File: config.mk
export PLATFORM = sky130hd
export DESIGN_NAME = scs_sequencer
export DESIGN_NICKNAME = d
export VERILOG_FILES = /design/src/verilog/scs_pkg.sv /design/src/verilog/scs_conv_clk_div.sv /design/src/verilog/scs_sar_core.sv /design/src/verilog/scs_sequencer.sv
export SDC_FILE = /design/constraint.sdc
export NUM_CORES = 1
export LEC_CHECK = 0
export BUFFER_PORTS_ARGS = -buffer_cell sky130_fd_sc_hd__buf_2
export CORE_UTILIZATION = 50
export CTS_BUF_LIST = sky130_fd_sc_hd__clkbuf_8
export DETAILED_ROUTE_END_ITERATION = 8
export PLACE_DENSITY = 0.76
export SLEW_MARGIN = 20
export SYNTH_ARGS = -nofsm -noshare
export SYNTH_HDL_FRONTEND = slang
export SYNTH_SLANG_ARGS = --single-unit
File: constraint.sdc
create_clock -name clk -period 2.5 [get_ports clk]
set_input_delay 0.125 -clock clk [delete_from_list [all_inputs] [get_ports clk]]
set_output_delay 0.125 -clock clk [all_outputs]
set_load 0.01 [all_outputs]
File: src/verilog/scs_pkg.sv
// Constants, register map and types for the SAR converter sequencer.
// Assumes a 100 MHz system clock and an 8-bit register port.
//
// Contract
// [RULE1] Each conversion yields a 10-bit unsigned result for the chosen channel.
// [RULE2] An eight-input multiplexer is addressed by the 3-bit channel_select field.
// [RULE3] channel_select is a binary index, 000 picks input zero, 111 input seven.
// [RULE4] A finished conversion writes its result into the readable data registers.
// [RULE5] Phases run in order: sampling, then settling, then conversion.
// [RULE6] The conversion phase lasts exactly 13 conversion_clock cycles.
// [RULE7] conversion_clock is the system clock divided by a fixed 16.
// [RULE8] Sampling lasts a programmed cycle count; software keeps it at least 1.0 us.
// [RULE9] Settling lasts a programmed cycle count; software keeps it at least 0.5 us.
// [RULE10] Writing 1 to control bit 7 starts a conversion on the selected channel.
// [RULE11] A start during a conversion aborts it and restarts from sampling.
// [RULE12] Start bit reads 1 while busy; software polls it before restarting.
// [RULE13] Completion of a conversion raises an interrupt request.
// [RULE14] Disabling the converter leaves a pending completion request asserted.
// [RULE15] Control bit 5 enables the reference buffer; cleared selects external reference.
// [RULE16] Below ground reads zeros, above reference all ones, else 1024*in/ref.
// [RULE17] Software writes zero to reserved control bits 6 and 3.
// [RULE18] Start bit clears when conversion ends, with result store and interrupt.
// [RULE19] A sequence starts or continues only while converter_enable, bit 4, is set.

package scs_pkg;

    // ----------------------------------------------------------------
    // Register map
    // ----------------------------------------------------------------
    localparam logic [7:0] SCS_ADDR_CTRL = 8'h00;
    localparam logic [7:0] SCS_ADDR_DATA_HI = 8'h01;
    localparam logic [7:0] SCS_ADDR_DATA_LO = 8'h02;
    localparam logic [7:0] SCS_ADDR_SAMPLE = 8'h03;
    localparam logic [7:0] SCS_ADDR_SETTLE = 8'h04;
    localparam logic [7:0] SCS_ADDR_STATUS = 8'h05;

    // ----------------------------------------------------------------
    // Widths and reset values
    // ----------------------------------------------------------------
    localparam int SCS_RES_W = 10;
    localparam logic [7:0] SCS_CTRL_RESET = 8'h00;
    localparam logic [9:0] SCS_RES_MSB = 10'h200;

    // ----------------------------------------------------------------
    // Timing
    // ----------------------------------------------------------------
    localparam int SCS_CLK_PERIOD_NS = 10;
    localparam int SCS_SAMPLE_MIN_NS = 1000;
    localparam int SCS_SETTLE_MIN_NS = 500;
    localparam int SCS_SAMPLE_MIN_CYC =
        (SCS_SAMPLE_MIN_NS + SCS_CLK_PERIOD_NS - 1) / SCS_CLK_PERIOD_NS;
    localparam int SCS_SETTLE_MIN_CYC =
        (SCS_SETTLE_MIN_NS + SCS_CLK_PERIOD_NS - 1) / SCS_CLK_PERIOD_NS;
    localparam logic [7:0] SCS_SAMPLE_RESET = 8'(SCS_SAMPLE_MIN_CYC);
    localparam logic [7:0] SCS_SETTLE_RESET = 8'(SCS_SETTLE_MIN_CYC);
    localparam logic [3:0] SCS_DIV_LAST = 4'hF;
    localparam logic [3:0] SCS_CONV_TICKS_LAST = 4'hC;
    localparam logic [3:0] SCS_SAR_TICKS = 4'hA;

    // ----------------------------------------------------------------
    // Types
    // ----------------------------------------------------------------
    typedef struct packed {
        logic start;
        logic rsvd6;
        logic reference_select;
        logic converter_enable;
        logic rsvd3;
        logic [2:0] channel_select;
    } scs_ctrl_t;

    typedef struct packed {
        logic [2:0] channel_select;
        logic reference_buffer_en;
        logic sample;
        logic hold;
        logic [9:0] dac_code;
    } scs_analog_t;

    typedef enum logic [1:0] {
        SCS_IDLE,
        SCS_SAMPLE,
        SCS_SETTLE,
        SCS_CONVERT
    } scs_state_t;

endpackage

File: src/verilog/scs_conv_clk_div.sv
// Fixed divide-by-16 enable generator for the conversion clock.
// Assumes restart comes from logic on the same clock.
`timescale 1ns/1ps
`default_nettype none

module scs_conv_clk_div (
    // Clock and reset
    input wire logic clk,
    input wire logic arst_n,
    // Control
    input wire logic restart,
    // Conversion clock enable
    output logic tick
);

    logic [3:0] div_cnt;

    // Free count, realigned on restart
    always_ff @(posedge clk or negedge arst_n) begin
        if (!arst_n) begin
            div_cnt <= 4'h0;
        end else if (restart) begin
            div_cnt <= 4'h0;
        end else begin
            div_cnt <= div_cnt + 4'h1; // [RULE7]
        end
    end

    // One pulse every 16 system clocks
    assign tick = !restart && (div_cnt == scs_pkg::SCS_DIV_LAST); // [RULE7]

endmodule // scs_conv_clk_div

`default_nettype wire

File: src/verilog/scs_sar_core.sv
// Successive-approximation register, one bit decided per step.
// Assumes comp_hi is already synchronised to clk.
`timescale 1ns/1ps
`default_nettype none

module scs_sar_core (
    // Clock and reset
    input wire logic clk,
    input wire logic arst_n,
    // Control
    input wire logic load,
    input wire logic step,
    input wire logic comp_hi,
    // Trial code
    output logic [9:0] code
);

    logic [9:0] mask;

    // Trial bit pointer walks from MSB to LSB
    always_ff @(posedge clk or negedge arst_n) begin
        if (!arst_n) begin
            mask <= 10'h000;
        end else if (load) begin
            mask <= scs_pkg::SCS_RES_MSB;
        end else if (step) begin
            mask <= mask >> 1;
        end
    end

    // Each bit keeps or drops its trial, next bit gets its trial
    genvar i;
    generate
        for (i = 0; i < scs_pkg::SCS_RES_W; i++) begin : g_bit
            always_ff @(posedge clk or negedge arst_n) begin
                if (!arst_n) begin
                    code[i] <= 1'b0;
                end else if (load) begin
                    code[i] <= (i == scs_pkg::SCS_RES_W - 1); // [RULE1]
                end else if (step && mask[i]) begin
                    code[i] <= comp_hi; // [RULE16]
                end else if (step && (i < scs_pkg::SCS_RES_W - 1) && mask[(i + 1) % 10]) begin
                    code[i] <= 1'b1; // [RULE1]
                end
            end
        end
    endgenerate

endmodule // scs_sar_core

`default_nettype wire

File: src/verilog/scs_sequencer.sv
// Sequencer for an eight-channel 10-bit SAR converter: register port,
// sample/settle/convert phases, result store and completion request.
// Assumes an analog front end driven by analog_ctrl and a comparator
// output comp_hi_pin that arrives asynchronously.
//
// Implementation choices: the plain strobed port and the register addresses.
`timescale 1ns/1ps
`default_nettype none

module scs_sequencer (
    // Clock and reset
    input wire logic clk,
    input wire logic arst_n,
    // Register port
    input wire logic [7:0] reg_addr,
    input wire logic [7:0] reg_wdata,
    input wire logic reg_wr,
    input wire logic reg_rd,
    output logic [7:0] reg_rdata,
    // Analog front end
    input wire logic comp_hi_pin,
    output scs_pkg::scs_analog_t analog_ctrl,
    // Interrupt request towards the interrupt controller
    input wire logic irq_ack,
    output logic irq_req
);

    // ----------------------------------------------------------------
    // Declarations
    // ----------------------------------------------------------------
    scs_pkg::scs_ctrl_t ctrl;
    scs_pkg::scs_state_t state;
    scs_pkg::scs_state_t next_state;
    logic [7:0] sample_time;
    logic [7:0] settle_time;
    logic [9:0] result;
    logic [7:0] phase_cnt;
    logic [3:0] tick_cnt;
    logic comp_meta;
    logic comp_sync;
    logic conv_tick;
    logic ctrl_wr;
    logic start_req;
    logic sample_end;
    logic settle_end;
    logic conv_end;
    logic sar_load;
    logic sar_step;
    logic [9:0] sar_code;
    logic busy;

    // ----------------------------------------------------------------
    // Comparator synchroniser
    // ----------------------------------------------------------------

    // Two flops before the SAR sees the comparator
    always_ff @(posedge clk or negedge arst_n) begin
        if (!arst_n) begin
            comp_meta <= 1'b0;
            comp_sync <= 1'b0;
        end else begin
            comp_meta <= comp_hi_pin;
            comp_sync <= comp_meta;
        end
    end

    // ----------------------------------------------------------------
    // Write decode
    // ----------------------------------------------------------------

    // Control write and start request
    assign ctrl_wr = reg_wr && (reg_addr == scs_pkg::SCS_ADDR_CTRL);
    assign start_req = ctrl_wr && reg_wdata[7] && reg_wdata[4]; // [RULE10] [RULE19]

    // Control bits below start; reserved bits hold what software wrote
    always_ff @(posedge clk or negedge arst_n) begin
        if (!arst_n) begin
            ctrl <= scs_pkg::SCS_CTRL_RESET;
        end else if (ctrl_wr) begin
            ctrl.rsvd6 <= reg_wdata[6]; // [RULE17]
            ctrl.reference_select <= reg_wdata[5]; // [RULE15]
            ctrl.converter_enable <= reg_wdata[4]; // [RULE19]
            ctrl.rsvd3 <= reg_wdata[3]; // [RULE17]
            ctrl.channel_select <= reg_wdata[2:0]; // [RULE2]
        end
    end

    // Phase length registers
    always_ff @(posedge clk or negedge arst_n) begin
        if (!arst_n) begin
            sample_time <= scs_pkg::SCS_SAMPLE_RESET;
            settle_time <= scs_pkg::SCS_SETTLE_RESET;
        end else if (reg_wr) begin
            if (reg_addr == scs_pkg::SCS_ADDR_SAMPLE) begin
                sample_time <= reg_wdata; // [RULE8]
            end
            if (reg_addr == scs_pkg::SCS_ADDR_SETTLE) begin
                settle_time <= reg_wdata; // [RULE9]
            end
        end
    end

    // ----------------------------------------------------------------
    // Phase sequencer
    // ----------------------------------------------------------------

    // Phase ends; a zero count still gives one cycle
    assign sample_end = (state == scs_pkg::SCS_SAMPLE) && (phase_cnt >= sample_time); // [RULE8]
    assign settle_end = (state == scs_pkg::SCS_SETTLE) && (phase_cnt >= settle_time); // [RULE9]
    assign conv_end = (state == scs_pkg::SCS_CONVERT) && conv_tick
        && (tick_cnt == scs_pkg::SCS_CONV_TICKS_LAST); // [RULE6]
    assign busy = (state != scs_pkg::SCS_IDLE);

    // Next phase; a new start always wins and restarts sampling
    always_comb begin
        next_state = state;
        case (state)
            scs_pkg::SCS_IDLE: begin
                next_state = scs_pkg::SCS_IDLE;
            end
            scs_pkg::SCS_SAMPLE: begin
                if (sample_end) begin
                    next_state = scs_pkg::SCS_SETTLE; // [RULE5]
                end
            end
            scs_pkg::SCS_SETTLE: begin
                if (settle_end) begin
                    next_state = scs_pkg::SCS_CONVERT; // [RULE5]
                end
            end
            scs_pkg::SCS_CONVERT: begin
                if (conv_end) begin
                    next_state = scs_pkg::SCS_IDLE; // [RULE18]
                end
            end
            default: begin
                next_state = scs_pkg::SCS_IDLE;
            end
        endcase
        if (start_req) begin
            next_state = scs_pkg::SCS_SAMPLE; // [RULE11]
        end else if (ctrl_wr && !reg_wdata[4]) begin
            next_state = scs_pkg::SCS_IDLE; // [RULE19]
        end
    end

    // Phase register
    always_ff @(posedge clk or negedge arst_n) begin
        if (!arst_n) begin
            state <= scs_pkg::SCS_IDLE;
        end else begin
            state <= next_state;
        end
    end

    // Cycle count within sampling and settling
    always_ff @(posedge clk or negedge arst_n) begin
        if (!arst_n) begin
            phase_cnt <= 8'h00;
        end else if (start_req || sample_end || settle_end) begin
            phase_cnt <= 8'h01; // [RULE11]
        end else if (phase_cnt != 8'hFF) begin
            phase_cnt <= phase_cnt + 8'h01;
        end
    end

    // ----------------------------------------------------------------
    // Conversion clock and SAR
    // ----------------------------------------------------------------

    // Divider realigned as conversion begins
    scs_conv_clk_div u_div (
        .clk(clk),
        .arst_n(arst_n),
        .restart(settle_end),
        .tick(conv_tick)
    );

    // Conversion clock cycles elapsed
    always_ff @(posedge clk or negedge arst_n) begin
        if (!arst_n) begin
            tick_cnt <= 4'h0;
        end else if (settle_end) begin
            tick_cnt <= 4'h0;
        end else if ((state == scs_pkg::SCS_CONVERT) && conv_tick) begin
            tick_cnt <= tick_cnt + 4'h1; // [RULE6]
        end
    end

    // First ten conversion clocks decide one bit each
    assign sar_load = settle_end && !start_req;
    assign sar_step = (state == scs_pkg::SCS_CONVERT) && conv_tick
        && (tick_cnt < scs_pkg::SCS_SAR_TICKS);

    scs_sar_core u_sar (
        .clk(clk),
        .arst_n(arst_n),
        .load(sar_load),
        .step(sar_step),
        .comp_hi(comp_sync),
        .code(sar_code)
    );

    // ----------------------------------------------------------------
    // Result and completion request
    // ----------------------------------------------------------------

    // Result stored on the last conversion clock
    always_ff @(posedge clk or negedge arst_n) begin
        if (!arst_n) begin
            result <= 10'h000;
        end else if (conv_end && !start_req) begin
            result <= sar_code; // [RULE4] [RULE1]
        end
    end

    // Sticky request; setting wins over acknowledge, enable does not clear it
    always_ff @(posedge clk or negedge arst_n) begin
        if (!arst_n) begin
            irq_req <= 1'b0;
        end else if (conv_end && !start_req) begin
            irq_req <= 1'b1; // [RULE13]
        end else if (irq_ack) begin
            irq_req <= 1'b0; // [RULE14]
        end
    end

    // ----------------------------------------------------------------
    // Read port
    // ----------------------------------------------------------------

    // Read data one cycle after the strobe, zero for unmapped
    always_ff @(posedge clk or negedge arst_n) begin
        if (!arst_n) begin
            reg_rdata <= 8'h00;
        end else if (reg_rd) begin
            case (reg_addr)
                scs_pkg::SCS_ADDR_CTRL: begin
                    reg_rdata <= {busy, ctrl.rsvd6, ctrl.reference_select,
                        ctrl.converter_enable, ctrl.rsvd3, ctrl.channel_select}; // [RULE12]
                end
                scs_pkg::SCS_ADDR_DATA_HI: begin
                    reg_rdata <= result[9:2]; // [RULE4]
                end
                scs_pkg::SCS_ADDR_DATA_LO: begin
                    reg_rdata <= {6'h00, result[1:0]}; // [RULE4]
                end
                scs_pkg::SCS_ADDR_SAMPLE: begin
                    reg_rdata <= sample_time;
                end
                scs_pkg::SCS_ADDR_SETTLE: begin
                    reg_rdata <= settle_time;
                end
                scs_pkg::SCS_ADDR_STATUS: begin
                    reg_rdata <= {5'h00, irq_req, 2'(state)};
                end
                default: begin
                    reg_rdata <= 8'h00;
                end
            endcase
        end
    end

    // ----------------------------------------------------------------
    // Analog front-end controls
    // ----------------------------------------------------------------

    // Registered controls toward the mux, buffer, sample-hold and DAC
    always_ff @(posedge clk or negedge arst_n) begin
        if (!arst_n) begin
            analog_ctrl <= '0;
        end else begin
            analog_ctrl.channel_select <= ctrl.channel_select; // [RULE2] [RULE3]
            analog_ctrl.reference_buffer_en <= ctrl.reference_select; // [RULE15]
            analog_ctrl.sample <= (next_state == scs_pkg::SCS_SAMPLE); // [RULE5]
            analog_ctrl.hold <= (next_state == scs_pkg::SCS_SETTLE)
                || (next_state == scs_pkg::SCS_CONVERT); // [RULE5]
            analog_ctrl.dac_code <= sar_code;
        end
    end

endmodule // scs_sequencer

`default_nettype wire

## Yosys cells after proc, flatten, opt, wreduce, memory -nomap -nowiden

Index checks and enable logic that the tools add are counted.

- Add/subtract/negate cells: 3
- $mul: 0
- Divide/modulo/power cells: 0
- Order comparisons: 3
- Eq/ne operators: 14
- Shift operators: 0
- Multiplexer cells: 45
- Bitwise operators: 0
- Reductions and logical operators: 47

Operators by type and width:

| kind | number |
|---|---|
| $pmux 8 s6 | 1 |
| $mux 1 | 31 |
| $reduce_bool 3->1 | 9 |
| $logic_and 1x1->1 | 22 |
| $mux 10 | 2 |
| $eq 8x2->1 const B | 2 |
| $eq 8x3->1 const B | 2 |
| $ge 8x8->1 | 2 |
| $mux 8 | 2 |
| $mux 4 | 3 |
| $reduce_bool 2->1 | 6 |
| $mux 2 | 5 |
| $add 4x1->4 const B | 2 |
| $add 8x1->8 const B | 1 |
| $eq 2x2->1 const B | 4 |
| $eq 4x4->1 const B | 2 |
| $eq 8x1->1 const B | 1 |
| $logic_not 8->1 | 1 |
| $ne 8x8->1 const B | 1 |
| $pmux 2 s4 | 1 |
| $eq 2x1->1 const B | 2 |
| $lt 4x4->1 const B | 1 |
| $reduce_and 2->1 | 2 |
| $logic_not 1->1 | 3 |
| other kinds (2) | 4 |

- Bits in registers: 98
- Bits in latches: 0
- Bits in writable memories: 0
- Bits in read-only memories: 0
- Input bits: 22
- Output and inout bits: 25
- Logic and storage cells: 144
- Memories kept: 0

## Logic depth before layout (Yosys ltp)

Gate-level depths: netlist of the first run.

- Depth in word-level cells: 12
- Mapped depth: 9
- Depth with buffers taken out: 8

## Modules after synthesis

From an unflattened synthesis of the first run, not the netlist that was laid out.

- Cell total of the unflattened synthesis: 409
- Area total of the unflattened synthesis: 4,710.8 um2

Modules (own cells, without submodules):

| module | instances | cells each | area an instance (um2) | seq. area each (um2) |
|---|---|---|---|---|
| scs_sequencer | 1 | 319 | 3,599.7 | 1,859.3 |
| scs_sar_core | 1 | 76 | 929.6 | 500.5 |
| scs_conv_clk_div | 1 | 14 | 181.4 | 100.1 |

## Worst setup path after synthesis of the first run

No wires, ideal clock.

- Path kind: reg-to-reg
- Start point: register settle_time[1]
- End point: register analog_ctrl[11] (netlist bit)
- Setup time: 0.101 ns
- Data arrival time: 2.241 ns
- Data required time: 2.399 ns
- Setup slack: 0.158 ns
- Stages on the path, launching flop included: 8
- Path buffers: 0
- Clock period less this slack: 2.342 ns
- Cell sequence: dfstp_2 > inv_1 > ha_1 > o211ai_1 > a211o_1 > a311oi_1 > nor4_1 > nor4_1

- Longest elaborated chain between the ends: 11
- Elaborated cells on any way between the ends: 12
- Those cells by class: 1 x order compare; 1 x eq/ne; 5 x mux; 5 x reduce/logical

Ends and longest elaborated chain:

| item | RTL line | source |
|---|---|---|
| start, declared | scs_sequencer.sv:35 | `logic [7:0] settle_time;` |
| start signal, assigned | scs_sequencer.sv:92 | `settle_time <= scs_pkg::SCS_SETTLE_RESET;` |
| start signal, assigned | scs_sequencer.sv:98 | `settle_time <= reg_wdata;` |
| $ge 8x8->1 * | scs_sequencer.sv:109 | `assign settle_end = (state == scs_pkg::SCS_SETTLE) && (phase_cnt >= settle_time);` |
| $logic_and 1x1->1 * | scs_sequencer.sv:109 |  |
| $logic_not 1->1 | scs_conv_clk_div.sv:30 | `assign tick = !restart && (div_cnt == scs_pkg::SCS_DIV_LAST);` |
| $logic_and 1x1->1 | scs_conv_clk_div.sv:30 |  |
| $logic_and 1x1->1 | scs_sequencer.sv:110 | `assign conv_end = (state == scs_pkg::SCS_CONVERT) && conv_tick` |
| $logic_and 1x1->1 | scs_sequencer.sv:111 | `&& (tick_cnt == scs_pkg::SCS_CONV_TICKS_LAST);` |
| $mux 2 | scs_sequencer.sv:132 | `if (conv_end) begin` |
| $pmux 2 s4 * | scs_sequencer.sv:117 | `case (state)` |
| $mux 2 * | scs_sequencer.sv:142 | `end else if (ctrl_wr && !reg_wdata[4]) begin` |
| $mux 2 * | scs_sequencer.sv:140 | `if (start_req) begin` |
| $eq 2x1->1 * | scs_sequencer.sv:275 | `analog_ctrl.sample <= (next_state == scs_pkg::SCS_SAMPLE);` |
| end, declared | scs_sequencer.sv:22 | `output scs_pkg::scs_analog_t analog_ctrl,` |

Every way passes the cells marked *; elsewhere a longest branch is shown, timed or not.
A chain may end at the register's enable or synchronous reset.

## Worst setup path in the final report of the first run

- Start point: register phase_cnt[0]
- End point: register phase_cnt[1]

- Longest elaborated chain between the ends: 5
- Elaborated cells on any way between the ends: 11
- Those cells by class: 1 x add/sub; 2 x order compare; 1 x eq/ne; 2 x mux; 5 x reduce/logical

Ends and longest elaborated chain:

| item | RTL line | source |
|---|---|---|
| start, declared | scs_sequencer.sv:37 | `logic [7:0] phase_cnt;` |
| start signal, assigned | scs_sequencer.sv:163 | `phase_cnt <= phase_cnt + 8'h01;` |
| $ge 8x8->1 | scs_sequencer.sv:108 | `assign sample_end = (state == scs_pkg::SCS_SAMPLE) && (phase_cnt >= sample_time);` |
| $logic_and 1x1->1 | scs_sequencer.sv:108 |  |
| $logic_or 1x1->1 (2 in series) | scs_sequencer.sv:160 | `end else if (start_req \|\| sample_end \|\| settle_end) begin` |
| $mux 8 / $reduce_bool 2->1 (equally long branches) | n/a |  |

Several ways; a longest one is shown, not always the timed one. The select of a mux whose other input is x is not followed.

==> metrics, run 1 <==
outcome=finished, final reports clean; Synth area leader=dfrtp_1; Net Switching=about 1200 uW; footprint of the multi-input gates=between 1500 and 2000 um^2; WP data required=approximately 2.8 ns; crit path time final=approximately 2.4 ns; Synth async-reset ratio=1.000; Crit path max-delay family=compound AO/OA/AOI/OAI gates; Worst path depth=9; Worst-path clk slew=~0.090 ns; yosys warns=0; H-tree depth=3; Max-Cap Viols=0; peak supply drop=~0.45 mV; initial drt markers=203; overall routed net length=9.727 mm; Filler cells=just over 700; n_diodes=0; Logic pwr share=0.227; GP Congestion=0.8538; Area Growth Syn to Fin=15.85%; Clk Latency, worst-skew pair=0.36 ns; Hold/Removal Path Class=in2reg; worst reg2reg path depth=9; Layout Skew=0.01979 ns; flop-to-flop setup slack=roughly 0.11 ns; hold path start=reg_wdata[3]; CTS tree=yes; Final TNS setup=0 ns; pwr/cell area=~760 nW/um^2; WS Path Type=reg2reg; CP max stage cell=a2111oi_1; largest net degree at the start of global routing=57; die area=9315 um^2; grt total ovfl=0; # rows=34; syn_area_per_cell=11.34 um^2; CTS Root Cell=clkbuf_8; final count of hold timing violations=0; DR WL/cell=17.13 um; worst hold slack=0.006661 ns; Reg-to-Reg End=phase_cnt[1]; FF-to-FF Start=phase_cnt[0]; Max-slew headroom=0.6177; WHS Endpoint=sample_time[3]; switch share=0.3048; commonest cells in the netlist=92 x dfrtp_1, 36 x inv_1, 36 x nand2_1; Final setup viols=0; Int Power=about 2800 uW; sequential share of power=0.492; vias per cell=between 5 and 6; top-count cell post-synth=dfrtp_1; #FFs+latches synth=98; CTS Buf Count=9; crit share post-route=0.9556; initial antenna violation count=0; I/O Pins=47; RSZ-0062 raised after global routing=false; top cell type's share of synthesized area=0.5154; leakage=0.002488 uW; Clk pwr share=0.281; Arr. time, crit path=~2.7 ns; share of cells above drive strength 1=0.2630; Mapped Nets=between 400 and 500; total track usage=0.2237; Slew @ Worst Pin=0.5735 ns; DP Wirelength=6.903 mm; Die Wd=96.52 um; worst path cell trace=inv_1 -> ha_1 -> nand2b_1 -> a2111oi_1 -> nor4_2 -> o211ai_1 -> nand3_1 -> buf_4 -> nor2_1; slowest cell delay on critical path=0.45 ns; hold path cells=3; die height=96.52 um; Routed Antenna Nets=0; post-synthesis sequential area ratio=0.5507; prevailing post-synth register cell=dfrtp_1; Max Fclk=418.6 MHz; ranking of synthesized cells by area=dfrtp_1 52%, mux2_2 7.6%, ha_1 5.6%; cell count after synthesis=~400; Sequential Area=roughly 2500 um^2; Final Max Tran Viols=0; Worst Path Max Fanout=6; Synth cell types=52; number of enable flip-flop cells after synthesis=0; CP startpoint kind=register; DRT Pass-1 Iters=5; first-pass GRT wire length=roughly 15 mm; CP endpoint kind=register; area of the core=about 8700 um^2; Synth Cell Area=~4500 um^2; routed vias=~3.3k; Max Root-Sink Buffers=2; DRC errors left=0; Buf/Inv on CP=2; fin nets=slightly below 500; Starting Density=0.5147; number of global-route vias before repair=roughly 3.3k; I/O Buffers=between 40 and 50; CTS sink cnt=a little under 100
[registers in the layout (all words and copies together) (netlist names), 2 cells and up]
| register | cells |
|---|---|
| ctrl | 7 |
| u_div.div_cnt | 4 |
| phase_cnt | 8 |
| reg_rdata | 8 |
| sample_time | 8 |
| state | 2 |
| settle_time | 8 |
| u_sar.mask | 10 |
| u_sar.code | 10 |
| tick_cnt | 4 |
| result | 10 |
| analog_ctrl | 16 |
[metal layers]
| metal | vias up | global-route usage | wire (um) |
|---|---|---|---|
| met5 | - | 0 | 0 |
| met4 | 0 | 0.06863 | 164 |
| met3 | 20 | 0.04773 | 482 |
| met2 | 111 | 0.3850 | 4799 |
| met1 | 1616 | 0.2828 | 4281 |
| li1 | 1527 | - | - |
[layout by cell type (no fill, tap or decap), drive strengths merged, types with 2 or more instances in the layout]
cell type / netlist / layout
a21oi: 10 / 10
inv: 36 / 38
mux2: 30 / 30
and3: 4 / 4
mux4: 3 / 3
a311oi: 2 / 2
nand2b: 6 / 6
dfrtp: 92 / 92
nor3: 6 / 6
nand4: 3 / 3
o21ai: 27 / 27
clkbuf: 9 / 10
nor4: 3 / 3
dlygate4sd3: 0 / 5
nand2: 36 / 36
o211ai: 2 / 2
nor2: 21 / 21
xor2: 4 / 4
buf: 4 / 58
ha: 20 / 20
xnor2: 3 / 3
a211oi: 3 / 3
o22ai: 8 / 8
a221oi: 8 / 8
and2: 3 / 3
dfstp: 6 / 6
nand3: 13 / 13
o31a: 3 / 3
a21o: 2 / 2
a22oi: 3 / 3
bufinv: 0 / 2
a222oi: 4 / 4
mux2i: 3 / 3
[worst max path at each step]
stage,startpoint,endpoint
floorplan,settle_time[1],analog_ctrl[11]
global placement,settle_time[1],u_sar.mask[8]
detailed placement,phase_cnt[0],phase_cnt[1]
CTS,phase_cnt[0],phase_cnt[1]
global route,phase_cnt[0],phase_cnt[1]
finish,phase_cnt[0],phase_cnt[1]
[cell type report]
| cell class | instances | area share |
|---|---|---|
| tap | 108 | 0.02611 |
| timing repair buffer | 63 | 0.07689 |
| inverter | 36 | 0.02611 |
| clock buffer | 10 | 0.02660 |
| clock inverter | 6 | 0.01620 |
| multi-input combinational | 247 | 0.3528 |
| sequential | 98 | 0.4753 |
[power by group through the flow]
stage	sequential (uW)	clock, uW	combinational (uW)
floorplan	1920	0	580
global placement	1960	0	827
detailed placement	1970	0	870
CTS	1940	1130	882
global route	1970	1200	1010
finish	1950	1110	897
[what timing repair did]
action | 4_1_cts | 5_1_grt
hold endpoints to repair | 41 | 0
endpoints found under the setup margin | 0 | 1
buffers inserted | 0 | 0
gates resized for setup | 0 | 3
hold buffers | 5 | 0
[worst register-to-register path, cell delays in order, from the launching register on]
cell and delay, ns:
dfrtp_1 0.40, inv_1 0.08, ha_1 0.27, nand2b_1 0.14, a2111oi_1 0.45, nor4_2 0.14, o211ai_1 0.27, nand3_1 0.25
buf_4 0.22, nor2_1 0.09
[kinds of logic after synthesis]
group	count (synthesis)	synth area share
adders and majority gates	20	0.05602
buffers and inverters	49	0.04370
xor gates and xnor gates	7	0.01373
DFF	98	0.5507
AOI/OAI and AO/OA	80	0.1235
and+or+nand+nor	104	0.1149
muxes	36	0.09748
[stage by stage]
step	power (uW)	instance area, um^2	util	std cells	worst slack [ns]
floorplan	2498	4467	-	394	0.1580
global placement	2788	4890	0.5634	547	0.2786
detailed placement	2843	4890	0.5634	547	0.2270
CTS	3957	5161	0.5947	568	0.2000
global route	4173	5175	0.5963	568	0.01937
finish	3956	5175	0.5963	568	0.1110
(Power assumes the default switching activity.)
==> run 2, diff against run 1 <==
- BUFFER_PORTS_ARGS: -buffer_cell sky130_fd_sc_hd__buf_2 -> -buffer_cell sky130_fd_sc_hd__buf_4
==> run 2 against run 1 <==
Routed wire length up 0.85%. Clock-buffer cell count is the same. Clock power shrank 17%. Largest cell class unchanged. Largest power group unchanged. Highest routed layer unchanged.
==> metrics, run 2 (same netlist as run 1, synthesis figures left out) <==
CP max stage cell=a2111oi_0; vias per cell=5.773 (+0.15%); Max Fclk=409.5 MHz (-2.2%); CP most frequent cell=nor4_1; fin worst setup slack=0.05794 ns (-0.05309 ns); Slew @ Worst Pin=0.5886 ns (+0.01515 ns); share of cells above drive strength 1=0.2608 (-0.002268); CP endpoint kind=register; Clk Latency, worst-skew pair=0.36 ns (about the same); die area=9315 um^2 (unchanged); pre-CTS WS=0.2240 ns (-0.002994 ns); final core occ=0.6061 (+0.009804); GP Congestion=0.8871 (+3.9%); initial antenna violation count=0 (unchanged); peak supply drop=0.4586 mV (+2.6%); footprint of the multi-input gates=1812 um^2 (-0.75%); die height=96.52 um (unchanged); CTS Root Cell=clkbuf_8; Crit path max-delay family=simple AND/OR/NAND/NOR gates; routed vias=3,302 (+0.86%); largest net degree at the start of global routing=53 (-7.0%); Max Root-Sink Buffers=2 (unchanged); RSZ-0062 raised after global routing=false; leakage=0.002493 uW (+0.22%); post-CTS setup buffer count=0 (unchanged); outcome=finished, final reports clean; Hold/Removal Path Class=in2reg; Hold Buf Count CTS=7 (+2); crit path time final=2.442 ns (+0.05309 ns); Final setup viols=0 (unchanged); Starting Density=0.5147 (unchanged); final total power=3779 uW (-4.5%); uppermost layer routed=met4; I/O Pins=47 (unchanged); pwr/cell area=718.3 nW/um^2 (-6.0%); Buf/Inv on CP=1 (-1); final count of hold timing violations=0 (unchanged); CP startpoint kind=register; WS Path Type=reg2reg; register with the most flip-flops=analog_ctrl; Max-slew headroom=0.6076 (-0.01010); met3 WL=482 um (unchanged); CTS sink cnt=98 (unchanged); Final TNS setup=0 ns (unchanged); Die Wd=96.52 um (unchanged); overall routed net length=9.810 mm (+0.85%); Routed Antenna Nets=0 (unchanged); Worst Path Max Fanout=4 (-2); DRT Pass-1 Iters=5 (unchanged); fin nets=501 (+0.80%); first-pass GRT wire length=16.02 mm (+3.4%); area of the core=8678 um^2 (unchanged); Filler cells=728 (+1.7%); DP Wirelength=6.964 mm (+0.88%); WP data required=2.77 ns (-0.02 ns); CTS Buf Count=9 (unchanged); Worst-path clk slew=0.09 ns (about the same); Max-Cap Viols=0 (unchanged); Area Growth Syn to Fin=17.76%; # rows=34 (unchanged); H-tree depth=3 (unchanged); most frequent cells in the layout=92 x dfrtp_1, 58 x buf_4, 38 x inv_1; I/O Buffers=46 (unchanged); DRC errors left=0 (unchanged); slowest cell delay on critical path=0.49 ns (+0.04 ns); CTS resizes=0 (unchanged); Arr. time, crit path=2.71 ns (+0.03 ns); n_diodes=0 (unchanged); Layout Skew=0.008128 ns (-0.01166 ns); worst path cell trace=inv_1 -> ha_1 -> nand2b_1 -> a2111oi_0 -> nor4_1 -> nor4b_1 -> nor4_1 -> nor4_1; max reg flops=16 (unchanged); Sequential Area=2460 um^2 (unchanged); crit share post-route=0.9768 (+0.02124); total track usage=0.2319 (+0.008157); Routed met2 length=5.004 mm (+4.3%); Final Max Tran Viols=0 (unchanged); most common cell after layout, fill and taps aside=dfrtp_1; wl on met1=4.159 mm (-2.8%); DR WL/cell=17.15 um (+0.15%); initial drt markers=272 (+34%); CTS tree=yes; grt total ovfl=0 (unchanged); number of global-route vias before repair=3,264 (-0.061%)
==> run 2: cell types whose count changed in the layout (fill, tap and decap cells not counted), sizes merged <==
| cell | before | now |
|---|---|---|
| buf | 58 | 60 |
| clkinvlp | 1 | 3 |
| dlygate4sd3 | 5 | 7 |
| bufinv | 2 | 0 |
==> run 2: per-stage QoR <==
step	cell area (um^2)	hold WS, ns	instances
3_3_place_gp	5017	0.1689	549
2_1_floorplan	4467	-0.1706	394
3_5_place_dp	5017	0.1738	549
6_report	5260	0.01585	572
5_1_grt	5260	0.006094	572
4_1_cts	5260	0.002753	572
==> run 2: worst reg2reg max path, cell delays in order (launching register included) <==
cell and delay (ns):
dfrtp_1 0.42, inv_1 0.09, ha_1 0.28, nand2b_1 0.14, a2111oi_0 0.49, nor4_1 0.15
nor4b_1 0.37, nor4_1 0.13, nor4_1 0.29
==> run 2: routing by layer <==
metal	vias up	track usage
li1	1527	-
met1	1643	0.3011
met2	116	0.3891
met3	16	0.03443
met4	0	0.09681
met5	-	0
==> run 2: report_power, final <==
group | switching [uW] | internal, uW
Sequential | 182 | 1760
Combinational | 488 | 429
Clock | 537 | 380
Total | 1210 | 2570
==> run 2: final timing paths <==
kind / from / cells after the start / slack (ns) / end
min in group asynchronous: arst_n / 2 / 0.30 / analog_ctrl[5]
max in group asynchronous: arst_n / 3 / 1.47 / settle_time[1]
min reg2reg: comp_meta / 0 / 0.36 / comp_sync
max: phase_cnt[0] / 8 / 0.06 / analog_ctrl[11]
min: reg_wdata[0] / 2 / 0.02 / sample_time[0]
max reg2reg: phase_cnt[0] / 8 / 0.06 / analog_ctrl[11]
==> run 2: area by class of cell <==
cell class,count,area share
sequential,98,0.4677
tap,108,0.02569
multi-input combinational,247,0.3444
clock buffer,10,0.02617
inverter,36,0.02569
timing repair buffer,67,0.1037
clock inverter,6,0.006660
==> run 3, diff against run 2 <==
- CORE_UTILIZATION: 50 -> 45
- PLACE_DENSITY: 0.76 -> 0.7
- SYNTH_HIERARCHICAL: not set -> 1
==> run 3 against run 2 <==
First-iteration DRC count fell by 46%. Hold slack got worse by 0.0014 ns. The run now ends with setup timing left. Largest cell class unchanged. Critical path type unchanged. Sequential power rose by 14%. Synthesized cell count rose by 3.8%. Via count rose by 1.2%. Clock power rose by 19%.
==> metrics, run 3 <==
outcome=complete, but fails checks; failing checks=setup timing; Final TNS setup=-1.072 ns (-1.072 ns); non-filler cells, final=630 (+10%); I/O Buffers=46 (unchanged); Die Wd=104.3 um (+8.1%); Final setup viols=22 (+22); WHS Endpoint=settle_time[0]; Starting Density=0.4732 (-0.04148); most common cell after layout, fill and taps aside=dfrtp_1; DRC errors left=0 (unchanged); Area Growth Syn to Fin=23.96%; CTS Root Cell=clkbuf_8; crit share post-route=1.031 (+0.05382); CP endpoint kind=register; overall routed net length=10.54 mm (+7.5%); peak supply drop=0.3938 mV (-14%); DP Wirelength=7.308 mm (+4.9%); post-synthesis sequential area ratio=0.5222 (-0.02852); CTS Buf Count=9 (unchanged); number of global-route vias before repair=3,406 (+4.4%); Placed Cells=596 (+8.6%); DRT Pass-1 Iters=4 (-1); vias per cell=5.306 (-8.1%); n_diodes=0 (unchanged); fin nets=534 (+6.6%); #FFs+latches synth=98 (unchanged); Max-slew headroom=0.5511 (-0.05647); leakage=0.002710 uW (+8.7%); largest net degree at the start of global routing=91 (+72%); syn_area_per_cell=11.52 um^2 (+1.6%); hold path start=reg_wdata[0]; CTS tree=yes; RSZ-0062 raised after global routing=true; Max-Cap Viols=0 (unchanged); Area after DPL=5378 um^2 (+7.2%); GP Congestion=0.8248 (-7.0%); WP data required=2.77 ns (about the same); Clk Latency, worst-skew pair=0.38 ns (+0.02 ns); hold path cells=2 (unchanged); FF-to-FF Start=settle_time[1]; prevailing post-synth register cell=dfrtp_1; # rows=36 (+5.9%); fin worst setup slack=-0.07662 ns (-0.1346 ns); cell count after synthesis=409 (+3.8%); Worst Path Max Fanout=11 (+7); Hold/Removal Path Class=in2reg; Slew @ Worst Pin=0.6719 ns (+0.08327 ns); Max Fclk=388.1 MHz (-5.2%); worst reg2reg path depth=11 (+3); top-count cell post-synth=dfrtp_1; initial antenna violation count=0 (unchanged); CP startpoint kind=register; area of the core=9955 um^2 (+15%); crit path time final=2.577 ns (+0.1346 ns); Max Root-Sink Buffers=2 (unchanged); first-pass GRT wire length=17.13 mm (+6.9%); total track usage=0.2026 (-0.02934); design area=5839 um^2 (+11%); Layout Skew=0.009609 ns (+0.001481 ns); CTS sink cnt=98 (unchanged); max reg flops=16 (unchanged); I/O Pins=47 (unchanged); die area=10,880 um^2 (+17%); most frequent cells in the layout=92 x dfrtp_1, 76 x buf_4, 35 x inv_1; routed vias=3,343 (+1.2%); Synth Cell Area=4711 um^2 (+5.5%); final count of hold timing violations=0 (unchanged); ranking of synthesized cells by area=dfrtp_1 49%, mux2_2 6.2%, ha_1 5.3%; Routed Antenna Nets=0 (unchanged); Synth cell types=56 (+7.7%); yosys warns=6 (+6); WS Path Type=reg2reg; Final Max Tran Viols=0 (unchanged); pwr/cell area=794.2 nW/um^2 (+11%); Synth async-reset ratio=1.000 (unchanged); Worst-path clk slew=0.10 ns (about the same); final total power=4637 uW (+23%); register with the most flip-flops=analog_ctrl; die height=104.3 um (+8.1%); pre-CTS WS=-0.1874 ns (-0.4115 ns); share of cells above drive strength 1=0.3441 (+0.08329); Reg-to-Reg End=result[4]; Arr. time, crit path=2.85 ns (+0.14 ns); top cell type's share of synthesized area=0.4887 (-0.02669); number of enable flip-flop cells after synthesis=0 (unchanged); flop-to-flop setup slack=-0.08 ns (-0.13 ns); grt total ovfl=0 (unchanged); Synth area leader=dfrtp_1; Mapped Nets=451 (+3.4%); commonest cells in the netlist=92 x dfrtp_1, 37 x inv_1, 26 x mux2_2, 26 x nor2_1, 22 x o21ai_0; DR WL/cell=16.74 um (-2.4%); initial drt markers=146 (-46%); H-tree depth=3 (unchanged)
run 3: what timing repair did:
action                                  4_1_cts  5_1_grt
hold buffers                                  9        0
resized for setup                            12       11
endpoints found under the setup margin       30       35
hold endpoints to repair                    104        0
pin swaps                                    11        6
setup buffers                                 8        1
run 3: power breakdown:
group | switching [uW] | total (uW) | internal, uW
clock | 608 | 1090 | 480
sequential | 302 | 2230 | 1930
combinational | 618 | 1320 | 699
total | 1530 | 4640 | 3110
run 3: worst max path at each step:
stage	start	depth (start not counted)	to
finish	settle_time[1]	11	result[4]
global placement	settle_time[1]	11	result[4]
global route	settle_time[1]	12	u_sar/code[1]
CTS	settle_time[1]	12	analog_ctrl[11]
detailed placement	settle_time[1]	11	result[4]
floorplan	phase_cnt[2]	11	result[1]
run 3: cells by family (layout without fill, tap and decap cells):
logic type	Yosys count	in the layout	synth area share
xor+xnor	8	8	0.01487
mux	47	47	0.1131
fa+ha+maj	20	20	0.05312
buf+inv	55	143	0.05338
simple gates	106	106	0.1267
compound gates	75	75	0.1166
flops	98	98	0.5222
run 3: layout make-up:
type                    instances  area (um^2)
clock inverters                 7        83.83
repair buffers                 90        752.0
multi-input cells             256         2115
well taps                     133        166.4
fillers                       802         4115
clock buffers                   9        123.9
inverters                      37        138.9
flip-flops and latches         98         2460
run 3: per-stage QoR:
step | hold WS (ns) | util
finish | 0.01450 | 0.5866
CTS | 0.01139 | 0.5817
global route | 0.001364 | 0.5866
detailed placement | -0.03300 | 0.5402
global placement | -0.03538 | 0.5402
floorplan | -0.1706 | -
run 3: critical path: stages, from the launching register on:
cell and delay (ns):
dfstp_2 0.56, inv_2 0.04, ha_4 0.14, a211oi_2 0.21, o21ai_1 0.10, a21oi_2 0.25, nor2_4 0.05, and4b_2 0.31
and4_1 0.20, and3_4 0.23, nand2_8 0.09, mux2_2 0.29
run 3: layer usage:
layer / part of all wire / vias to the layer above / track usage
met2: 0.50 / 62 / 0.3406
met3: 0.033 / 17 / 0.03885
met4: 0.022 / 0 / 0.08163
li1: - / 1614 / -
met1: 0.44 / 1650 / 0.2560
met5: 0 / - / 0
